$ cat config.mk
export PLATFORM = sky130hd
export DESIGN_NAME = adsp_dev_flat
export DESIGN_NICKNAME = d
export VERILOG_FILES = /design/src/design/adsp_pkg.sv /design/src/design/adsp_link_if.sv /design/src/design/adsp_dev.sv /design/src/flat_wrapper.sv
export SDC_FILE = /design/constraint.sdc
export NUM_CORES = 1
export LEC_CHECK = 0
export BUFFER_PORTS_ARGS = -buffer_cell sky130_fd_sc_hd__clkbuf_2
export CAP_MARGIN = 30
export CORE_MARGIN = 2
export CORE_UTILIZATION = 30
export CTS_CLUSTER_DIAMETER = 200
export DETAILED_ROUTE_END_ITERATION = 6
export GPL_TIMING_DRIVEN = 0
export RECOVER_POWER = 25
export SLEW_MARGIN = 20
export SYNTH_ARGS = -nofsm -noshare
export SYNTH_HDL_FRONTEND = slang
export SYNTH_SLANG_ARGS = --single-unit
$ cat constraint.sdc
create_clock -name clk_sys_i -period 7 [get_ports clk_sys_i]
set_input_delay 1.4 -clock clk_sys_i [delete_from_list [all_inputs] [get_ports clk_sys_i]]
set_output_delay 1.4 -clock clk_sys_i [all_outputs]
set_load 0.1 [all_outputs]
$ cat src/design/adsp_pkg.sv
/*
 * Shared constants for the serial read and sleep port of a small
 * delta-sigma converter: timing counts, word layout and variant options.
 * Assumes a 20 MHz system clock on both ends of the link.
 */
//==============================================================================
// Operation
// (RQ1) Sclk high 200..2000 us enters sleep
// (RQ2) Sclk low 10 us leaves sleep
// (RQ3) Host bursts sclk at least 10 kHz
// (RQ4) Host parks sclk low when idle; the external-variant host keeps sclk running in idle
// (RQ5) Oscillator variant paces conversions near 64 kHz
// (RQ6) Oscillator variant: sclk only shifts and sleeps
// (RQ7) Oscillator variant accepts asynchronous sclk to 2 MHz
// (RQ8) External variant uses sclk as master clock
// (RQ9) External variant: 612 clocks per word
// (RQ10) Data pin driven only while select low
// (RQ11) Select low 200 ns before first rise
// (RQ12) No calibration; result passed untouched
// (RQ13) Result 16 or 20 bits, padded to 24
// (RQ14) Data pin low signals ready word
// (RQ15) 24 clocks; shift on fall, sample on rise
// (RQ16) Word: ready, overrange, oscillation, zero, result
// (RQ17) Pending word: rise 17 ticks early; discard; the code rises early only in the oscillator variant
// (RQ18) Sleep stops conversions; fresh words after wake
//==============================================================================
package adsp_pkg;
    localparam int CLK_KHZ = 20000;
    // Sleep entry window and wake hold, in microseconds.
    localparam int SLEEP_MIN_US = 200;
    localparam int SLEEP_MAX_US = 2000;
    localparam int WAKE_US = 10;
    // Least times round up to whole cycles.
    localparam int SLP_CYC = (SLEEP_MIN_US * CLK_KHZ + 999) / 1000;
    localparam int WAKE_CYC = (WAKE_US * CLK_KHZ + 999) / 1000;
    localparam int LVL_CNT_W = 12;
    // Internal oscillator, in kHz.
    localparam int OSC_MIN_KHZ = 32;
    localparam int OSC_NOM_KHZ = 64;
    localparam int OSC_MAX_KHZ = 100;
    localparam int OSC_DIV = CLK_KHZ / OSC_NOM_KHZ;
    localparam int OSC_DIV_W = 9;
    // Master clock ticks per conversion word and early warning ticks.
    localparam int CONV_TICKS = 612;
    localparam int CONV_CNT_W = 10;
    localparam int WARN_TICKS = 17;
    // Word layout.
    localparam int WORD_W = 24;
    localparam int FIELD_W = 20;
    localparam int BIT_OVR = 22;
    localparam int BIT_OSC = 21;
    localparam int BIT_CNT_W = 5;
    localparam int RES_W_DEF = 20;
    // Host timing: select setup 200 ns, serial half period.
    localparam int CS_SETUP_NS = 200;
    localparam int CS_SETUP_CYC = (CS_SETUP_NS * CLK_KHZ + 999999) / 1000000;
    localparam int HALF_CYC_DEF = 10;
    localparam int WAKE_HOLD_CYC = 2 * WAKE_CYC;
    localparam int TM_W = 16;
endpackage : adsp_pkg

$ cat src/design/adsp_link_if.sv
/*
 * Three-wire link between the converter end and the host end.
 * Assumes a pull-up on the data line; the bench may add its own checks.
 */
`timescale 1ns/10ps
`default_nettype none
interface adsp_link_if;
    logic sclk;
    logic cs_n;
    logic sdo_out;
    logic sdo_oe_n;
    wire serial_data_out_pin;
    // Released line floats high through the pull-up.
    assign serial_data_out_pin = sdo_oe_n ? 1'b1 : sdo_out;
    modport dev (input sclk, input cs_n, output sdo_out, output sdo_oe_n);
    modport host (output sclk, output cs_n, input serial_data_out_pin);
endinterface : adsp_link_if
`default_nettype wire

$ cat src/design/adsp_dev.sv
/*
 * Converter end: sleep control, conversion pacing and the 24-bit shift-out.
 * Assumes a modulator/filter delivers result and flags on sample_i and
 * friends, stable at the end of each conversion; the link pins are async.
 */
`timescale 1ns/10ps
`default_nettype none
module adsp_dev #(
    parameter bit EXT_CLK = 1'b0,
    parameter int RES_W = adsp_pkg::RES_W_DEF
) (
    input wire logic clk_sys_i,
    input wire logic sys_rst_i,
    adsp_link_if.dev link,
    input wire logic [RES_W-1:0] sample_i,
    input wire logic ovr_i,
    input wire logic osc_det_i,
    output logic asleep_o,
    output logic conv_done_o,
    output logic word_lost_o
);
    import adsp_pkg::*;

    //==========================================================================
    // Pin synchronisers
    //==========================================================================
    logic [1:0] sclk_s_q;
    logic [1:0] cs_s_q;
    logic sclk_d1_q;

    always_ff @(posedge clk_sys_i or posedge sys_rst_i) begin
        if (sys_rst_i) begin
            sclk_s_q <= 2'h0;
            cs_s_q <= 2'h3;
            sclk_d1_q <= 1'b0;
        end else begin
            sclk_s_q <= {sclk_s_q[0], link.sclk};
            cs_s_q <= {cs_s_q[0], link.cs_n};
            sclk_d1_q <= sclk_s_q[1];
        end
    end

    wire sclk_lvl = sclk_s_q[1];
    wire sclk_r = sclk_lvl & ~sclk_d1_q;
    wire sclk_f = ~sclk_lvl & sclk_d1_q;
    wire cs_lo = ~cs_s_q[1];

    //==========================================================================
    // Sleep control
    //==========================================================================
    // The level counter restarts on every sclk edge, so any burst at 10 kHz
    // or faster can never reach the entry count while a word is read.
    logic [LVL_CNT_W-1:0] lvl_cnt_q;
    logic asleep_q;

    wire lvl_sat = lvl_cnt_q == {LVL_CNT_W{1'b1}};
    wire slp_hit = ~asleep_q & sclk_lvl
                   & (lvl_cnt_q == LVL_CNT_W'(SLP_CYC - 1)); // [RQ1]
    wire wake_hit = asleep_q & ~sclk_lvl
                    & (lvl_cnt_q == LVL_CNT_W'(WAKE_CYC - 1)); // [RQ2]

    always_ff @(posedge clk_sys_i or posedge sys_rst_i) begin
        if (sys_rst_i) begin
            lvl_cnt_q <= '0;
        end else if (sclk_r | sclk_f) begin
            lvl_cnt_q <= '0;
        end else if (!lvl_sat) begin
            lvl_cnt_q <= lvl_cnt_q + LVL_CNT_W'(1);
        end
    end

    always_ff @(posedge clk_sys_i or posedge sys_rst_i) begin
        if (sys_rst_i) begin
            asleep_q <= 1'b0;
        end else if (slp_hit) begin
            asleep_q <= 1'b1; // [RQ1]
        end else if (wake_hit) begin
            asleep_q <= 1'b0; // [RQ2]
        end
    end

    //==========================================================================
    // Conversion pacing
    //==========================================================================
    logic [OSC_DIV_W-1:0] div_q;
    logic [CONV_CNT_W-1:0] conv_q;

    wire osc_tick = div_q == OSC_DIV_W'(OSC_DIV - 1); // [RQ5]
    // In the oscillator variant sclk reaches the pacing logic only through sleep.
    wire conv_tick = EXT_CLK ? sclk_r : osc_tick; // [RQ6] [RQ8]
    wire conv_last = conv_q == CONV_CNT_W'(CONV_TICKS - 1);
    wire conv_end = ~asleep_q & conv_tick & conv_last; // [RQ9]
    wire warn = ~EXT_CLK & (conv_q >= CONV_CNT_W'(CONV_TICKS - WARN_TICKS));

    always_ff @(posedge clk_sys_i or posedge sys_rst_i) begin
        if (sys_rst_i) begin
            div_q <= '0;
        end else if (asleep_q || osc_tick) begin
            div_q <= '0;
        end else begin
            div_q <= div_q + OSC_DIV_W'(1);
        end
    end

    always_ff @(posedge clk_sys_i or posedge sys_rst_i) begin
        if (sys_rst_i) begin
            conv_q <= '0;
        end else if (asleep_q) begin
            conv_q <= '0; // [RQ18]
        end else if (conv_tick) begin
            conv_q <= conv_last ? '0 : conv_q + CONV_CNT_W'(1);
        end
    end

    //==========================================================================
    // Output word and shift-out
    //==========================================================================
    logic [WORD_W-1:0] sh_q;
    logic have_q;
    logic rd_q;
    logic arm_q;
    logic [BIT_CNT_W-1:0] bit_q;

    // The result goes out as delivered: any offset or gain fix is the host's.
    wire [FIELD_W-1:0] res_field = FIELD_W'(sample_i); // [RQ12] [RQ13]
    wire [WORD_W-1:0] new_word = {1'b0, ovr_i, osc_det_i, 1'b0, res_field}; // [RQ16]

    wire load = conv_end & ~rd_q;
    wire lost = conv_end & rd_q; // [RQ17]
    // The external variant lets one falling edge pass after ready, which
    // stretches the first bit to one and a half sclk cycles.
    wire arm_set = EXT_CLK & sclk_f & cs_lo & have_q & ~rd_q;
    wire rd_start = sclk_r & cs_lo & have_q & ~rd_q & ~warn & (~EXT_CLK | arm_q);
    wire rd_shift = sclk_f & rd_q; // [RQ15]
    wire rd_last = rd_shift & (bit_q == BIT_CNT_W'(WORD_W - 1));
    wire rd_abort = rd_q & ~cs_lo;

    always_ff @(posedge clk_sys_i or posedge sys_rst_i) begin
        if (sys_rst_i) begin
            have_q <= 1'b0;
        end else if (asleep_q) begin
            have_q <= 1'b0; // [RQ18]
        end else if (load) begin
            have_q <= 1'b1;
        end else if (rd_last || rd_abort) begin
            have_q <= 1'b0;
        end
    end

    always_ff @(posedge clk_sys_i or posedge sys_rst_i) begin
        if (sys_rst_i) begin
            rd_q <= 1'b0;
        end else if (asleep_q || rd_last || rd_abort) begin
            rd_q <= 1'b0;
        end else if (rd_start) begin
            rd_q <= 1'b1;
        end
    end

    always_ff @(posedge clk_sys_i or posedge sys_rst_i) begin
        if (sys_rst_i) begin
            arm_q <= 1'b0;
        end else if (asleep_q || load || rd_start || !cs_lo) begin
            arm_q <= 1'b0;
        end else if (arm_set) begin
            arm_q <= 1'b1;
        end
    end

    always_ff @(posedge clk_sys_i or posedge sys_rst_i) begin
        if (sys_rst_i) begin
            bit_q <= '0;
        end else if (rd_start) begin
            bit_q <= '0;
        end else if (rd_shift) begin
            bit_q <= bit_q + BIT_CNT_W'(1);
        end
    end

    always_ff @(posedge clk_sys_i or posedge sys_rst_i) begin
        if (sys_rst_i) begin
            sh_q <= '0;
        end else if (load) begin
            sh_q <= new_word;
        end else if (rd_shift) begin
            sh_q <= {sh_q[WORD_W-2:0], 1'b0}; // [RQ15]
        end
    end

    //==========================================================================
    // Pin drive and user-side status
    //==========================================================================
    // Ready shows as a low line; it lifts during the warning window so the
    // host sees a fresh falling edge when the replacement word lands.
    wire ready_lo = have_q & ~warn & ~asleep_q; // [RQ14] [RQ17] [RQ18]
    wire sdo_d = rd_q ? sh_q[WORD_W-1] : ~ready_lo;

    logic sdo_q;
    logic sdo_oe_n_q;
    logic asleep_o_q;
    logic done_q;
    logic lost_q;

    always_ff @(posedge clk_sys_i or posedge sys_rst_i) begin
        if (sys_rst_i) begin
            sdo_q <= 1'b1;
            sdo_oe_n_q <= 1'b1;
            asleep_o_q <= 1'b0;
            done_q <= 1'b0;
            lost_q <= 1'b0;
        end else begin
            sdo_q <= sdo_d;
            sdo_oe_n_q <= ~cs_lo; // [RQ10]
            asleep_o_q <= asleep_q;
            done_q <= conv_end;
            lost_q <= lost; // [RQ17]
        end
    end

    assign link.sdo_out = sdo_q;
    assign link.sdo_oe_n = sdo_oe_n_q;
    assign asleep_o = asleep_o_q;
    assign conv_done_o = done_q;
    assign word_lost_o = lost_q;
endmodule : adsp_dev
`default_nettype wire

$ cat src/flat_wrapper.sv
// flat-port wrapper written by rule: the top's interface ports become plain ports
module adsp_dev_flat import adsp_pkg::*;
#(
    parameter bit EXT_CLK = 1'b0,
    parameter int RES_W = adsp_pkg::RES_W_DEF
)
  (clk_sys_i, sys_rst_i, sample_i, ovr_i, osc_det_i, asleep_o, conv_done_o, word_lost_o, link_sclk, link_cs_n, link_sdo_out, link_sdo_oe_n);
  adsp_link_if link_i ();
  input wire logic clk_sys_i;
  input wire logic sys_rst_i;
  input wire logic [RES_W-1:0] sample_i;
  input wire logic ovr_i;
  input wire logic osc_det_i;
  output logic asleep_o;
  output logic conv_done_o;
  output logic word_lost_o;
  input wire logic [$bits(link_i.sclk)-1:0] link_sclk;
  input wire logic [$bits(link_i.cs_n)-1:0] link_cs_n;
  output wire logic [$bits(link_i.sdo_out)-1:0] link_sdo_out;
  output wire logic [$bits(link_i.sdo_oe_n)-1:0] link_sdo_oe_n;
  assign link_i.sclk = link_sclk;
  assign link_i.cs_n = link_cs_n;
  assign link_sdo_out = link_i.sdo_out;
  assign link_sdo_oe_n = link_i.sdo_oe_n;
  adsp_dev #(.EXT_CLK(EXT_CLK), .RES_W(RES_W)) u_core (.clk_sys_i(clk_sys_i), .sys_rst_i(sys_rst_i), .link(link_i), .sample_i(sample_i), .ovr_i(ovr_i), .osc_det_i(osc_det_i), .asleep_o(asleep_o), .conv_done_o(conv_done_o), .word_lost_o(word_lost_o));
endmodule
==> out/metrics.cfg <==
[synthesis]
synth_most_common_cell = dfrtp_1
avgSynthCellArea_um2 = 10.8
synthFlopType = dfrtp_1
yosysWarnings = 0
synth-async-reset-ratio = 1.00
yosysSeqAreaShare = 0.529
synth_common_cells = dfrtp_1, nand2_1, nor2_1
synth_nets = 352
syn-cell-area_um2 = 3460
yosys.area.top_type_share = 0.499
syn_inst = 320
synth-edff-count = 0
synth.top_cells.by_area = dfrtp_1, a221o_1, nand2_1
yosysTopAreaCell = dfrtp_1
synth.distinct_cells = 47
ys_ff_latch = 73

[run]
cap_violations = 0

[placed_design]
dp_cells = 494
dp_hpwl_mm = 4.98
place_ws_ns = 4.53
routabilityCongestion = 0.851
numPortBuffers = 30

[finish]
layout.nets = 395
drive_gt1_frac = 0.209
antenna-diode-count = 0
areaGrowthSynthToFinish_pct = 19.0
fin_util = 0.364
layoutNonFillerInstCount = 511
n_fill_cell = 1127

[cts]
cts_buffers = 9
cts_tree = built
cts_setup_buffers = 0
htreeDepth = 3
clkTransAtPathRegs_ns = 0.05
worstSkewPairLatency_ns = 0.33
cts.path.max_buffers = 2
cts.sinks = 73
root_buffer = clkbuf_16
cts_resized = 0
cts_hold_buffers = 0

[worst_setup_path]
r2r_start = u_core.conv_q[3]$_DFFE_PP0N_
cp_cell_sequence = clkbuf_2
critical_path_required_ns = 5.60
cp_slowest_cell = dfstp_2
worst-path-max-fanout = 1
path_buf_inv = 1
crit_family = flip-flops
worstSetupEndpointType = output pin
critPathKind = flip-flop to output pin
max_stage_delay_ns = 0.51
cp-start-kind = flip-flop
startpoint = u_core.link.sdo_out$_DFF_PP1_
arrival_ns = 1.30

[die]
core_area_um2 = 11300
die_h_um = 111
dieArea_um2 = 12400
ios = 31
initial_utilization = 0.306
die_w_um = 111
row_count = 39

[grt]
grt_overflow = 0
track_usage = 0.121
antenna_found_initial = 0
grt_first_pass_wirelength_mm = 12.2
grt_max_degree = 54
grt_pass1_vias = 2487

[power]
leakage_nw = 1.88
power.density_nw_per_um2 = 220
power_mw = 0.907
peakVddDrop_mv = 0.131

[timing]
fin_crit_sh = 0.385
hold_viol = 0
period_needed_ns = 2.70
fin_ws_ns = 4.30
slew_viol_final = 0
rsz0062_at_grt = no
setup-tns-final_ns = 0
worstMarginPinSlew_ns = 1.01
finalSetupViolations = 0
fmax_mhz = 371
finClkSkew_ns = 0.00498
timing.slew.headroom = 0.324

[route]
wire_per_inst_um = 13.8
wl_mm = 7.07
dr_total_vias = 2602
vias_per_cell = 5.09
drc = 0
antenna_left = 0
dr.pass1.iters = 4
drtIter0Drc = 114

[run_status]
status = completed

[worst_hold_path]
hold_class = flip-flop to flip-flop
min_from = u_core.sclk_s_q[0]$_DFF_PP0_

==> report_power, final <==
part	internal (mW)	total, mW	switching, mW
clock network	0.279	0.444	0.165
logic	0.0111	0.0314	0.0203
registers	0.427	0.431	0.00395
==> sequential cells by signal, summed over array words and instances, names as in the netlist <==
name and flops:
u_core.sh_q 24, u_core.lvl_cnt_q 12, u_core.conv_q 10, u_core.div_q 9
u_core.bit_q 5, u_core.cs_s_q 2, u_core.sclk_s_q 2, u_core.asleep_o 1
u_core.asleep_q 1, u_core.conv_done_o 1, u_core.have_q 1, u_core.link.sdo_oe_n 1
u_core.link.sdo_out 1, u_core.rd_q 1, u_core.sclk_d1_q 1, u_core.word_lost_o 1
==> metal layers <==
layer	wire length [µm]	up-vias	global-route usage	part of all wire
met4	57	0	0.0321	0.0081
li1	-	1283	-	-
met2	3070	61	0.176	0.43
met5	0	-	0	0
met3	365	5	0.0501	0.052
met1	3570	1253	0.166	0.51
==> final timing paths <==
| check | end | slack [ns] | cells after the start |
|---|---|---|---|
| worst max-delay path | link_sdo_out | 4.30 | 1 |
| worst min-delay path | u_core.sclk_s_q[1]$_DFF_PP0_ | 0.35 | 0 |
| worst max register to register | u_core.sh_q[4]$_DFFE_PP0P_ | 4.52 | 6 |
| worst min register to register | u_core.sclk_s_q[1]$_DFF_PP0_ | 0.35 | 0 |
| max in group asynchronous | u_core.link.sdo_out$_DFF_PP1_ | 5.01 | 3 |
| min in group asynchronous | u_core.div_q[2]$_DFF_PP0_ | 1.23 | 2 |
==> logic make-up (layout without fill, tap and decap cells) <==
kind of cell    count (synthesis)  after routing  share of synthesized area
simple gates                  134            134                      0.214
flops                          73             73                      0.529
compound gates                 67             67                      0.148
buf+inv                        24             72                     0.0466
xor+xnor                       15             15                     0.0380
fa+ha+maj                       6              6                     0.0217
mux                             1              1                    0.00289
==> placed cells by master (no fill, tap or decap), types with 2 or more instances in the layout <==
cell type,count
o21ai_0,10
clkbuf_1,9
or4_1,6
o31ai_1,5
nand3_1,11
a31oi_1,10
nor2_1,22
dfstp_2,3
a21oi_1,10
and3_1,12
nand2_1,32
dfrtp_1,69
ha_1,6
a221o_1,20
xor2_1,6
xnor2_1,9
inv_1,9
a211oi_1,2
clkbuf_2,31
buf_6,5
nor4_1,3
clkbuf_16,9
nor2b_1,2
clkbuf_8,4
nand4_1,5
or3_1,3
nor4b_1,3
nor3b_1,2
and3_2,15
nor3_1,8
and2_1,4
==> per-stage QoR <==
stage,hold slack (ns),instance area (µm²)
after floorplan,0.331,3460
after global placement,0.338,3790
after detailed placement,0.335,3820
after CTS,0.347,4120
after global routing,0.369,4120
final,0.347,4120
==> final cells by class <==
cell class	count	area (µm²)	area share
plain buffers	14	124	0.0301
inverters	10	38.8	0.00942
multi-input cells	223	1470	0.356
repair buffers	32	183	0.0443
flip-flops and latches	73	1830	0.445
well taps	143	179	0.0434
clock buffers	15	288	0.0699
clock inverters	1	7.51	0.00182
==> worst register-to-register path, delay by kind of cell, from the launching register on <==
kind                   cells  cell delay, ns
DFF                        1            0.37
AOI/OAI and AO/OA          2            0.63
and+or+nand+nor            2            1.08
buffers and inverters      2            0.28
Note: power is estimated with default switching activity, not from simulation.
